==> config.mk <==
export PLATFORM = sky130hd
export DESIGN_NAME = uatc_core
export DESIGN_NICKNAME = d
export VERILOG_FILES = /design/src/design/uatc_pkg.sv /design/src/design/uatc_sync.sv /design/src/design/uatc_core.sv
export VERILOG_INCLUDE_DIRS = /design/src /design/src/design
export SDC_FILE = /design/constraint.sdc
export NUM_CORES = 1
export LEC_CHECK = 0
export ABC_AREA = 0
export BUFFER_PORTS_ARGS = -buffer_cell sky130_fd_sc_hd__buf_2
export CAP_MARGIN = 5
export CORE_MARGIN = 2
export CORE_UTILIZATION = 40
export DETAILED_ROUTE_END_ITERATION = 12
export PLACE_DENSITY = 0.65
export SYNTH_ARGS = -nofsm -noshare
export SYNTH_HDL_FRONTEND = slang
export SYNTH_SLANG_ARGS = --single-unit
==> constraint.sdc <==
create_clock -name ref_clk -period 2.1 [get_ports ref_clk]
set_input_delay 0.21 -clock ref_clk [delete_from_list [all_inputs] [get_ports ref_clk]]
set_output_delay 0.21 -clock ref_clk [all_outputs]
set_load 0.05 [all_outputs]
==> src/design/uatc_defs.svh <==
`ifndef UATC_DEFS_SVH
`define UATC_DEFS_SVH
// register byte offsets on the wishbone slave
`define UATC_OFF_TOGGLE   6'h00
`define UATC_OFF_ENH      6'h04
`define UATC_OFF_STOPCHR  6'h08
`define UATC_OFF_UPPER    6'h0C
`define UATC_ADR_LOWER    6'h10
`define UATC_ADR_IRQSTAT  6'h14
`define UATC_ADR_IRQMASK  6'h18
`define UATC_ADR_PROT     6'h1C
// toggle control field positions
`define UATC_TG_RXPOL     7
`define UATC_TG_RXMODE    6
`define UATC_TG_TXPOL     5
`define UATC_TG_TXMODE    4
`define UATC_TG_USED_MASK 8'hF3
`define UATC_TG_RESET     8'h80
// enhanced feature field positions
`define UATC_EF_CTS       7
`define UATC_EF_RTS       6
`define UATC_EF_SPC       5
`define UATC_EF_ENH       4
`define UATC_EF_RESET     8'h00
// threshold reset values
`define UATC_UPPER_RESET  8'hC0
`define UATC_LOWER_RESET  8'h40
// special character reset value
`define UATC_STOP_RESET   8'h00
// interrupt status bits
`define UATC_IRQ_SPC      0
`define UATC_IRQ_RTS      1
`define UATC_IRQ_CTS      2
`define UATC_IRQ_W        3
// protected bit images
`define UATC_PROT_RESET   8'h00
`endif

==> src/design/uatc_pkg.sv <==
package uatc_pkg;
  // auto toggle pin routing modes
  typedef enum logic [1:0] {
    UATC_TG_OFF  = 2'b00,
    UATC_TG_RTS  = 2'b01,
    UATC_TG_DTR  = 2'b10,
    UATC_TG_RDY  = 2'b11
  } uatc_toggle_type;
  // transmitter activity states
  typedef enum logic [2:0] {
    UATC_ST_IDLE = 3'b001,
    UATC_ST_SEND = 3'b010,
    UATC_ST_HALT = 3'b100
  } uatc_tx_state_type;
endpackage

==> src/design/uatc_sync.sv <==
`timescale 1ns/1ps
// two flop synchroniser for pin inputs
module uatc_sync (
  // clock and reset
  input  wire logic ref_clk,
  input  wire logic rstn,
  // level
  input  wire logic pin_in,
  output logic      pin_sync
);
  logic meta_q;
  // first flop feeds only the second
  always_ff @(posedge ref_clk or negedge rstn) begin
    if (!rstn) begin
      meta_q   <= 1'b1;
      pin_sync <= 1'b1;
    end else begin
      meta_q   <= pin_in;
      pin_sync <= meta_q;
    end
  end
endmodule

==> src/design/uatc_core.sv <==
`timescale 1ns/1ps
`include "uatc_defs.svh"
module uatc_core (
  // clock and reset
  input  wire logic        ref_clk,
  input  wire logic        rstn,
  // wishbone slave
  input  wire logic        wb_cyc_i,
  input  wire logic        wb_stb_i,
  input  wire logic        wb_we_i,
  input  wire logic [5:0]  wb_adr_i,
  input  wire logic [3:0]  wb_sel_i,
  input  wire logic [31:0] wb_dat_i,
  output logic      [31:0] wb_dat_o,
  output logic             wb_ack_o,
  // transmitter side
  input  wire logic        tx_start,
  input  wire logic        tx_all_empty,
  output logic             tx_allow,
  // receiver side
  input  wire logic        rx_char_valid,
  input  wire logic [7:0]  rx_char,
  input  wire logic [8:0]  rx_fifo_count,
  output logic             rx_char_store,
  // normal pin functions from the uart
  input  wire logic        rts_normal,
  input  wire logic        dtr_normal,
  input  wire logic        tx_ready_normal,
  input  wire logic        rx_ready_normal,
  // modem pins
  input  wire logic        cts_n_pin,
  output logic             rts_pin,
  output logic             dtr_pin,
  output logic             tx_ready_out,
  output logic             rx_ready_out,
  // decoded controls
  output logic [3:0]       sw_flow_select,
  output logic [7:0]       prot_bits,
  output logic             irq
);
  import uatc_pkg::*;

  logic [7:0] toggle_q;
  logic [7:0] enh_q;
  logic [7:0] stop_q;
  logic [7:0] upper_q;
  logic [7:0] lower_q;
  logic [7:0] prot_q;
  wire  [`UATC_IRQ_W-1:0] stat_q;
  logic [`UATC_IRQ_W-1:0] mask_q;
  logic       ack_q;
  logic [31:0] rdat_q;
  logic       rts_hold_q;
  logic       rts_hold_d;
  logic       cts_sync;
  uatc_tx_state_type st_q;
  uatc_tx_state_type st_d;

  // cts pin crosses in through two flops
  uatc_sync u_cts_sync (
    .ref_clk  (ref_clk),
    .rstn     (rstn),
    .pin_in   (cts_n_pin),
    .pin_sync (cts_sync)
  );

  // bus decode
  wire req      = wb_cyc_i & wb_stb_i & ~ack_q;
  wire wr       = req & wb_we_i & wb_sel_i[0];
  wire hit_tg   = wb_adr_i == `UATC_OFF_TOGGLE;
  wire hit_ef   = wb_adr_i == `UATC_OFF_ENH;
  wire hit_sc   = wb_adr_i == `UATC_OFF_STOPCHR;
  wire hit_up   = wb_adr_i == `UATC_OFF_UPPER;
  wire hit_lo   = wb_adr_i == `UATC_ADR_LOWER;
  wire hit_st   = wb_adr_i == `UATC_ADR_IRQSTAT;
  wire hit_mk   = wb_adr_i == `UATC_ADR_IRQMASK;
  wire hit_pr   = wb_adr_i == `UATC_ADR_PROT;
  wire enh_on   = enh_q[`UATC_EF_ENH];
  wire [7:0] wd = wb_dat_i[7:0];

  // register read mux, unmapped reads zero
  wire [7:0] rmux =
    hit_tg ? (toggle_q & `UATC_TG_USED_MASK) :
    hit_ef ? enh_q :
    hit_sc ? stop_q :
    hit_up ? upper_q :
    hit_lo ? lower_q :
    hit_st ? {5'h00, stat_q} :
    hit_mk ? {5'h00, mask_q} :
    hit_pr ? prot_q : 8'h00;

  // ack one cycle after request, drops next
  always_ff @(posedge ref_clk or negedge rstn) begin
    if (!rstn) begin
      ack_q  <= 1'b0;
      rdat_q <= 32'h0000_0000;
    end else begin
      ack_q  <= req;
      rdat_q <= {24'h00_0000, rmux};
    end
  end
  assign wb_ack_o = ack_q;
  assign wb_dat_o = rdat_q;

  // control register writes
  always_ff @(posedge ref_clk or negedge rstn) begin
    if (!rstn) begin
      toggle_q <= `UATC_TG_RESET;
      enh_q    <= `UATC_EF_RESET;
      stop_q   <= `UATC_STOP_RESET;
      upper_q  <= `UATC_UPPER_RESET;
      lower_q  <= `UATC_LOWER_RESET;
      mask_q   <= 3'h0;
    end else begin
      if (wr && hit_tg) toggle_q <= wd & `UATC_TG_USED_MASK;
      if (wr && hit_ef) enh_q <= wd;
      if (wr && hit_sc) stop_q <= wd;
      if (wr && hit_up) upper_q <= wd;
      if (wr && hit_lo) lower_q <= wd;
      if (wr && hit_mk) mask_q <= wd[`UATC_IRQ_W-1:0];
    end
  end

  // protected bits change only while enhanced bit is set
  always_ff @(posedge ref_clk or negedge rstn) begin
    if (!rstn) prot_q <= `UATC_PROT_RESET;
    else if (wr && hit_pr && enh_on) prot_q <= wd;
  end
  assign prot_bits      = enh_on ? prot_q : 8'h00;
  assign sw_flow_select = enh_q[3:0];

  // transmitter activity tracking
  wire cts_en   = enh_q[`UATC_EF_CTS];
  wire cts_stop = cts_en & cts_sync;
  always_comb begin
    st_d = st_q;
    case (st_q)
      UATC_ST_IDLE: if (tx_start && !cts_stop) st_d = UATC_ST_SEND;
      UATC_ST_SEND: begin
        if (tx_all_empty) st_d = UATC_ST_IDLE;
      end
      UATC_ST_HALT: if (!cts_stop) st_d = UATC_ST_IDLE;
      default:      st_d = UATC_ST_IDLE;
    endcase
    // a start asked for under cts parks in halt
    if (st_q == UATC_ST_IDLE && tx_start && cts_stop) st_d = UATC_ST_HALT;
  end
  always_ff @(posedge ref_clk or negedge rstn) begin
    if (!rstn) st_q <= UATC_ST_IDLE;
    else st_q <= st_d;
  end
  // new characters are not started while auto cts is enabled and cts is high
  assign tx_allow = ~cts_stop;
  wire sending = st_q == UATC_ST_SEND;

  // line driver enables
  wire rx_pol  = toggle_q[`UATC_TG_RXPOL];
  wire tx_pol  = toggle_q[`UATC_TG_TXPOL];
  wire rx_mode = toggle_q[`UATC_TG_RXMODE];
  wire tx_mode = toggle_q[`UATC_TG_TXMODE];
  wire [1:0] tg_field = toggle_q[1:0];
  // tx enable sits at polarity unless mode toggles it with activity
  wire tx_en   = tx_mode ? (sending ? tx_pol : ~tx_pol) :
                 tx_pol;
  // rx enable only toggles on the ready pins
  wire rx_en   = (rx_mode && tg_field == UATC_TG_RDY && sending) ?
                 ~rx_pol : rx_pol;

  // auto rts hysteresis
  wire rts_en  = enh_q[`UATC_EF_RTS];
  always_comb begin
    rts_hold_d = rts_hold_q;
    if (rx_fifo_count > {1'b0, upper_q}) rts_hold_d = 1'b1;
    else if (rx_fifo_count < {1'b0, lower_q}) rts_hold_d = 1'b0;
    if (!rts_en) rts_hold_d = 1'b0;
  end
  always_ff @(posedge ref_clk or negedge rstn) begin
    if (!rstn) rts_hold_q <= 1'b0;
    else rts_hold_q <= rts_hold_d;
  end
  // auto rts replaces the uart's own request line
  wire rts_fn = rts_en ? rts_hold_q : rts_normal;

  // pin multiplexing by toggle field
  assign rts_pin      = (tg_field == UATC_TG_RTS) ? tx_en :
                        rts_fn;
  assign dtr_pin      = (tg_field == UATC_TG_DTR) ? tx_en :
                        dtr_normal;
  assign tx_ready_out = (tg_field == UATC_TG_RDY) ? tx_en :
                        tx_ready_normal;
  assign rx_ready_out = (tg_field == UATC_TG_RDY) ? rx_en :
                        rx_ready_normal;

  // special character match; character always stored
  wire spc_hit = enh_q[`UATC_EF_SPC] & rx_char_valid &
                 (rx_char == stop_q);
  assign rx_char_store = rx_char_valid;

  // sticky status, set wins over write one clear
  logic rts_hold_p;
  logic cts_stop_p;
  always_ff @(posedge ref_clk or negedge rstn) begin
    if (!rstn) begin
      rts_hold_p <= 1'b0;
      cts_stop_p <= 1'b0;
    end else begin
      rts_hold_p <= rts_hold_q;
      cts_stop_p <= cts_stop;
    end
  end
  wire [`UATC_IRQ_W-1:0] ev = {cts_stop & ~cts_stop_p,
                               rts_hold_q & ~rts_hold_p, spc_hit};
  wire [`UATC_IRQ_W-1:0] clr = (wr && hit_st) ? wd[`UATC_IRQ_W-1:0] : 3'h0;
  // one sticky bit per event, a set beats a write one clear
  genvar gi;
  for (gi = 0; gi < `UATC_IRQ_W; gi++) begin : g_stat
    logic sticky_q;
    always_ff @(posedge ref_clk or negedge rstn) begin
      if (!rstn) sticky_q <= 1'b0;
      else if (ev[gi]) sticky_q <= 1'b1;
      else if (clr[gi]) sticky_q <= 1'b0;
    end
    assign stat_q[gi] = sticky_q;
  end
  // level interrupt from unmasked sticky bits
  assign irq = |(stat_q & mask_q);

  // auto rts hysteresis checks
  chk_rts_upper: assert property (
    @(posedge ref_clk) disable iff (!rstn)
    rts_en && rx_fifo_count > {1'b0, upper_q} |=> rts_hold_q)
    else $error("rts not raised above upper");
  chk_rts_lower: assert property (
    @(posedge ref_clk) disable iff (!rstn)
    rts_en && rx_fifo_count < {1'b0, lower_q} &&
    rx_fifo_count <= {1'b0, upper_q} |=> !rts_hold_q)
    else $error("rts not dropped below lower");
  chk_rts_off: assert property (
    @(posedge ref_clk) disable iff (!rstn)
    !rts_en |=> !rts_hold_q)
    else $error("rts hold set while auto rts off");
  chk_rts_event: assert property (
    @(posedge ref_clk) disable iff (!rstn)
    $rose(rts_hold_q) |=> stat_q[`UATC_IRQ_RTS])
    else $error("rts rise not flagged");
  // unused toggle bits never stored
  chk_tog_zero: assert property (
    @(posedge ref_clk) disable iff (!rstn)
    toggle_q[3:2] == 2'b00)
    else $error("toggle bits 3:2 nonzero");
  // protected image frozen while locked
  chk_prot_lock: assert property (
    @(posedge ref_clk) disable iff (!rstn)
    !enh_on |=> $stable(prot_q))
    else $error("protected bits changed while locked");
  // special character flagged and held until cleared
  chk_spc_flag: assert property (
    @(posedge ref_clk) disable iff (!rstn)
    spc_hit |=> stat_q[`UATC_IRQ_SPC])
    else $error("special char not flagged");
  chk_spc_hold: assert property (
    @(posedge ref_clk) disable iff (!rstn)
    stat_q[`UATC_IRQ_SPC] && !clr[`UATC_IRQ_SPC] |=>
    stat_q[`UATC_IRQ_SPC])
    else $error("special char flag lost");
  // auto cts blocks starts and keeps the halt
  chk_cts_halt: assert property (
    @(posedge ref_clk) disable iff (!rstn)
    cts_en && cts_sync |-> !tx_allow)
    else $error("sending allowed with cts high");
  chk_halt_stay: assert property (
    @(posedge ref_clk) disable iff (!rstn)
    st_q == UATC_ST_HALT && cts_stop |=> st_q == UATC_ST_HALT)
    else $error("halt left while cts high");
  chk_cts_event: assert property (
    @(posedge ref_clk) disable iff (!rstn)
    cts_en && $rose(cts_sync) |=> stat_q[`UATC_IRQ_CTS])
    else $error("cts rise not flagged");
  // sending ends once the shifter is empty
  chk_send_end: assert property (
    @(posedge ref_clk) disable iff (!rstn)
    sending && tx_all_empty |=> !sending)
    else $error("sending outlived empty shifter");
  // enables on the routed pins
  chk_tx_driver_enable_out_idle: assert property (
    @(posedge ref_clk) disable iff (!rstn)
    tg_field == UATC_TG_RTS && tx_mode && !sending |-> rts_pin == !tx_pol)
    else $error("tx enable wrong while idle");
  chk_tx_driver_enable_out_send: assert property (
    @(posedge ref_clk) disable iff (!rstn)
    tg_field == UATC_TG_RTS && tx_mode && sending |-> rts_pin == tx_pol)
    else $error("tx enable wrong while sending");
  chk_tx_driver_enable_out_dtr: assert property (
    @(posedge ref_clk) disable iff (!rstn)
    tg_field == UATC_TG_DTR && !tx_mode |-> dtr_pin == tx_pol)
    else $error("dtr pin not at tx polarity");
  chk_rx_driver_enable_out_fixed: assert property (
    @(posedge ref_clk) disable iff (!rstn)
    tg_field == UATC_TG_RDY && !rx_mode |-> rx_ready_out == rx_pol)
    else $error("rx enable not at polarity");
  chk_rx_driver_enable_out_send: assert property (
    @(posedge ref_clk) disable iff (!rstn)
    tg_field == UATC_TG_RDY && rx_mode && sending |->
    rx_ready_out == !rx_pol)
    else $error("rx enable not inverted while sending");
  // normal dtr and tx ready functions kept with toggling off
  chk_normal_pins: assert property (
    @(posedge ref_clk) disable iff (!rstn)
    tg_field == UATC_TG_OFF |-> dtr_pin == dtr_normal &&
    tx_ready_out == tx_ready_normal)
    else $error("normal pin function lost");
  // bus answer is a single cycle pulse
  chk_ack_drop: assert property (
    @(posedge ref_clk) disable iff (!rstn)
    ack_q |=> !ack_q)
    else $error("ack held two cycles");
  // main scenarios reached
  cov_send: cover property (@(posedge ref_clk) disable iff (!rstn)
    st_q == UATC_ST_IDLE ##1 st_q == UATC_ST_SEND);
  cov_halt: cover property (@(posedge ref_clk) disable iff (!rstn)
    st_q == UATC_ST_HALT);
  cov_spc: cover property (@(posedge ref_clk) disable iff (!rstn) spc_hit);
  cov_irq: cover property (@(posedge ref_clk) disable iff (!rstn) irq);
  cov_rts: cover property (@(posedge ref_clk) disable iff (!rstn)
    $rose(rts_hold_q));
endmodule

==> results of run 1 <==
## kinds of logic (layout without fill, tap and decap cells)
kind of cell / Yosys count / after routing / synth area share
buffers and inverters: 65 / 130 / 0.0953
DFF: 69 / 69 / 0.448
other: 1 / 24 / 0.000969
and+or+nand+nor: 88 / 88 / 0.119
AOI/OAI and AO/OA: 62 / 62 / 0.104
adders and majority gates: 15 / 15 / 0.0485
muxes: 53 / 53 / 0.161
xor gates and xnor gates: 10 / 10 / 0.0226
## path summary, 6_finish.rpt
check | from | depth (start not counted) | slack [ps] | endpoint
setup / recovery | st_q[0] | 6 | 90 | tx_ready_out
hold / removal | rx_fifo_count[8] | 3 | 110 | rts_hold_q
setup reg to reg | upper_q[6] | 7 | 290 | rts_hold_q
hold reg to reg | u_cts_sync.meta_q | 0 | 360 | u_cts_sync.pin_sync
max in group asynchronous | rstn | 3 | 1360 | toggle_q[7]
min in group asynchronous | rstn | 3 | 380 | prot_q[5]
## power breakdown
part / leakage [nW] / switching, W / internal, W
combinational: 1.33 / 0.000293 / 0.000132
sequential: 0.894 / 0.0000378 / 0.00137
clock: 0.0918 / 0.000548 / 0.000552
## area by class of cell
cell class | count | area, µm² | area share
repair buffers | 93 | 538 | 0.118
clock inverters | 7 | 75.1 | 0.0164
clock buffers | 9 | 124 | 0.0271
multi-input cells | 252 | 1860 | 0.407
inverters | 21 | 78.8 | 0.0172
flip-flops and latches | 69 | 1740 | 0.379
well taps | 129 | 161 | 0.0353
## registers in the layout (all words and copies together) (netlist names)
register             flops
cts_stop_p               1
enh_q                    8
g_stat.sticky_q          3
lower_q                  8
mask_q                   3
prot_q                   8
rts_hold_p               1
rts_hold_q               1
st_q                     3
stop_q                   8
toggle_q                 6
u_cts_sync.meta_q        1
u_cts_sync.pin_sync      1
upper_q                  8
wb_ack_o                 1
wb_dat_o                 8
## synthesized netlist by cell type (3+ instances only)
master	number
mux2_2	41
nor3_1	6
or3_1	3
a22oi_1	8
xor2_1	6
a31oi_1	4
and2_1	9
nand2b_1	5
nand4_1	3
inv_1	21
buf_2	6
nand3b_1	3
nand2_1	27
dfrtp_1	62
ha_1	15
dfstp_2	7
nor4_1	3
clkbuf_1	5
mux2i_1	5
nor3_2	3
o21ai_0	15
mux2_4	6
xnor2_1	4
buf_4	29
a211oi_1	3
nor2_1	12
a21oi_1	14
nand3_1	7
## worst max-delay path, stage by stage (launching register included)
cell,delay (ps)
dfstp_2,570
nor2_1,70
nand2_1,100
nand2_1,90
xor2_2,170
a31oi_1,160
buf_2,280
## routing by layer
layer	track usage	share of wire	up-vias	wire length, µm
met5	0	0.0014	-	13
met4	0.0462	0.015	2	140
met3	0.0506	0.053	15	510
met2	0.312	0.46	101	4430
met1	0.271	0.47	1434	4510
li1	-	-	1400	-
## repair_timing
action,4_1_cts,5_1_grt
endpoints found under the hold margin,63,0
gates resized for setup,0,3
setup endpoints to repair,0,1
hold buffers,2,0
## per-stage QoR
| stage | util | power [W] | hold WS, ps |
|---|---|---|---|
| after floorplan | - | 0.00174 | -85.6 |
| after global placement | 0.466 | 0.00185 | 253 |
| after detailed placement | 0.466 | 0.00186 | 263 |
| after CTS | 0.489 | 0.00296 | 98.2 |
| after global routing | 0.490 | 0.00306 | 86.4 |
| final | 0.490 | 0.00294 | 110 |
==> run summary, run 1 <==
Crit. End Element: primary output
DRT antenna net count: 0
Post-synthesis async set-or-reset flop share: 1.00
Placer congestion estimate: 0.864
DP HPWL: 7.29 mm
Clock slew at reported path FFs: 80 ps
Die Span Y: 102 µm
Core area: 9330 µm²
CP max FO: 5
Wire per inst: 16.6 µm
Status: complete, no violations
Residual DRC count: 0
Initial detailed-routing violation count: 142
First-pass GRT wire length: 15.4 mm
TritonCTS Buffers: 9
Hold crit path type: primary input to register
Pin count of the biggest net entering global routing: 70
Post-synthesis instance area: 3870 µm²
Vias: 2,952
TritonCTS clock tree: built
WP data required: 1890 ps
Avg Inst Size Synth: 10.7 µm²
Drt pass-1 iters: 4
Final setup violation count: 0
Clock latency on the worst-skew pair: 350 ps
Vias in the first global route: 2,925
Diode count: 0
Fin nets: 533
Synth warnings: 0
Sum Neg Setup Slack: 0 ps
Overflow after GRT: 0
LEAKAGE: 2.31 nW
Final wirelength: 9.60 mm
Critical path class: register to primary output
Gate Count Post-Synth: 363
Main area contributors after synthesis: dfrtp_1 (40%), mux2_2 (12%), buf_4 (5.6%)
Post-route design area: 4570 µm²
Number of filler instances in the final layout: 903
Clk_skew: 8.67 ps
Top-area cell type share of the netlist area: 0.401
Post-route setup slack: 92.7 ps
Total track usage: 0.196
Area growth, synth to finish: 18.1%
Slew HR: 0.626
Number of flops mapped to enable cells by yosys: 0
Post-layout minimum cycle time: 2010 ps
PortBufs: 72
Synth Flop Type: dfrtp_1
Post-Layout Cell Count: 580
Row count: 35
Initial antenna violation count: 1
Slew at the pin closest to its max-slew limit: 556 ps
H-tree depth: 3
Place WS: 10.4 ps
Inst Count DP: 562
Initial Utilization: 0.415
Most frequent cells in the layout: buf_2 (71), dfrtp_1 (62), mux2_2 (41)
Die Width: 102 µm
Yosys cell types: 50
CP Launch Type: register
RSZ-0062 raised after global routing: false
Root buf cell: clkbuf_8
Fin crit share: 0.956
Final Max Tran Viols: 0
Synth area leader: dfrtp_1
Final Hold Vio Count: 0
IO Pins: 124
Clock sinks: 69
Worst IR Drop VDD: 0.523 mV
Seq/Total Area, Yosys: 0.448
Crit path DAT: 1800 ps
Die ar.: 10,500 µm²
DR vias/cell: 5.09
Placed instance area: 4340 µm²
Commonest non-fill, non-tap cell in the layout: buf_2
Layout cells sized above 1: 0.370
Yosys reg bits: 69
Setup repair bufs after CTS: 0
Power density over cell area: 642 nW/µm²
Max Cap Viol: 0
CTS Buffer Depth: 2
Max Clock Freq: 0.498 GHz
Power figures use the tool's default switching activity.
==> inputs of run 2 (changes only) <==
- BUFFER_PORTS_ARGS: -buffer_cell sky130_fd_sc_hd__buf_2 -> unset
- DONT_BUFFER_PORTS: unset -> 1
- PLACE_DENSITY: 0.65 -> 0.54
==> run summary, run 2 (synthesis gave the netlist of run 1 again) <==
Final Max Tran Viols: 0 (unchanged)
LEAKAGE: 2.09 nW (-9.4%)
Worst Hold End: wb_dat_o[1]
Initial Utilization: 0.415 (unchanged)
Max incr delay on CP: 570 ps (about the same)
Worst IR Drop VDD: 0.387 mV (-26%)
Slew HR: 0.645 (+0.0191)
Crit. End Element: primary output
Clock slew at reported path FFs: 80 ps (about the same)
Final wirelength: 9.67 mm (+0.73%)
CP max FO: 5 (unchanged)
First-pass GRT wire length: 15.0 mm (-2.6%)
Total track usage: 0.194 (-0.00198)
Setup repair bufs after CTS: 0 (unchanged)
Wire per inst: 18.5 µm (+12%)
Fin crit share: 0.922 (-0.0338)
CTS hold repair buffers: 14 (+12)
Resized Gates After CTS: 0 (unchanged)
Layout cells sized above 1: 0.246 (-0.124)
Overflow after GRT: 0 (unchanged)
Clock latency on the worst-skew pair: 350 ps (about the same)
Initial detailed-routing violation count: 146 (+2.8%)
Clk_skew: 11.6 ps (+2.95 ps)
Max Cap Viol: 0 (unchanged)
DRT antenna net count: 0 (unchanged)
Final setup violation count: 0 (unchanged)
RSZ-0062 raised after global routing: false
Hold crit path type: primary input to register
PortBufs: 0 (-100%)
Reg2reg start: wb_ack_o
Initial antenna violation count: 0 (-1)
Placed instance area: 3990 µm² (-8.2%)
Critical path class: register to primary output
FF-to-FF setup slack: 280 ps (about the same)
Clock sinks: 69 (unchanged)
Fin nets: 476 (-11%)
Max Clock Freq: 0.516 GHz (+3.7%)
H-tree depth: 3 (unchanged)
Power density over cell area: 713 nW/µm² (+11%)
Area growth, synth to finish: 13.7%
Drt pass-1 iters: 4 (unchanged)
Slew at the pin closest to its max-slew limit: 532 ps (-23.5 ps)
DP HPWL: 7.21 mm (-1.2%)
Status: complete, no violations
Placer congestion estimate: 0.840 (-2.8%)
Crit path DAT: 1730 ps (-70 ps)
Commonest non-fill, non-tap cell in the layout: dfrtp_1
Hold path cells: 1 (-2)
Sum Neg Setup Slack: 0 ps (unchanged)
CTS Buffer Depth: 2 (unchanged)
Critical Path Slowest Stage Cell: dfstp_2
IO Pins: 124 (unchanged)
Most numerous cell on the critical path: nand2_1
HP Start: wb_adr_i[2]
Post-layout minimum cycle time: 1940 ps (-71.0 ps)
Post-Layout Cell Count: 523 (-9.8%)
Residual DRC count: 0 (unchanged)
Die Width: 102 µm (unchanged)
TritonCTS Buffers: 9 (unchanged)
TritonCTS clock tree: built
Finished Core Util: 0.472 (-0.0185)
DR vias/cell: 5.21 (+2.4%)
Pin count of the biggest net entering global routing: 70 (unchanged)
WP data required: 1890 ps (about the same)
Post-route design area: 4400 µm² (-3.8%)
Vias: 2,725 (-7.7%)
Diode count: 0 (unchanged)
R2R depth: 4 (-3)
Die ar.: 10,500 µm² (unchanged)
Inst Count DP: 492 (-12%)
Final Hold Vio Count: 0 (unchanged)
Reg2reg end: prot_q[6]
Core area: 9330 µm² (unchanged)
Final hold slack: 18.6 ps (-91.4 ps)
Die Span Y: 102 µm (unchanged)
Vias in the first global route: 2,737 (-6.4%)
CP Launch Type: register
Most frequent cells in the layout: dfrtp_1 (62), mux2_2 (41), nand2_1 (27)
Root buf cell: clkbuf_8
Row count: 35 (unchanged)
Crit-path cells: nor2_1 > nand2_1 > nand2_1 > xor2_1 > a31oi_1 > buf_4
-- run 2: cell count changes in the layout (fill, tap and decap cells not counted), sizes merged --
| cell | change |
|---|---|
| bufinv | +2 |
| buf | -69 |
| clkbuf | +1 |
| dlygate4sd3 | +12 |
| clkinvlp | -3 |
-- run 2: how the worst max path moves through the flow --
stage / to / slack (ps) / startpoint
after floorplan: prot_q[0] / 140 / wb_adr_i[4]
after global placement: toggle_q[1] / 120 / wb_adr_i[1]
after detailed placement: toggle_q[1] / 90 / wb_adr_i[1]
after CTS: rts_pin / 140 / st_q[0]
after global routing: rts_pin / 10 / st_q[0]
final: rts_pin / 160 / st_q[0]
-- run 2: critical path: cells and delay by family (launching register included) --
family | cells | cell delay, ps
xor+xnor | 1 | 250
flops | 1 | 570
buf+inv | 1 | 200
simple gates | 3 | 230
compound gates | 1 | 120
-- run 2: metal layers --
| layer | track usage | routed length, µm | vias to the layer above | part of all wire |
|---|---|---|---|---|
| met5 | 0 | 0 | - | 0 |
| met4 | 0.0718 | 199 | 0 | 0.021 |
| met3 | 0.0581 | 630 | 21 | 0.065 |
| met2 | 0.305 | 4530 | 77 | 0.47 |
| met1 | 0.255 | 4310 | 1337 | 0.45 |
| li1 | - | - | 1290 | - |
-- run 2: report_power, final --
group	internal, W	switching [W]
logic	0.000115	0.000235
registers	0.00137	0.0000535
clock network	0.000822	0.000539
-- run 2: stage by stage --
| step | worst slack (ps) | power [W] |
|---|---|---|
| after floorplan | 137 | 0.00174 |
| after CTS | 145 | 0.00316 |
| final | 164 | 0.00314 |
| after global placement | 119 | 0.00173 |
| after global routing | 13.7 | 0.00327 |
| after detailed placement | 86.9 | 0.00173 |
-- run 2: final cells by class --
cell class / instances / area (µm²)
inverter: 21 / 78.8
clock buffer: 10 / 138
tap: 129 / 161
clock inverter: 6 / 109
sequential: 69 / 1740
multi-input combinational: 252 / 1850
fill: 874 / 4930
timing repair buffer: 36 / 325
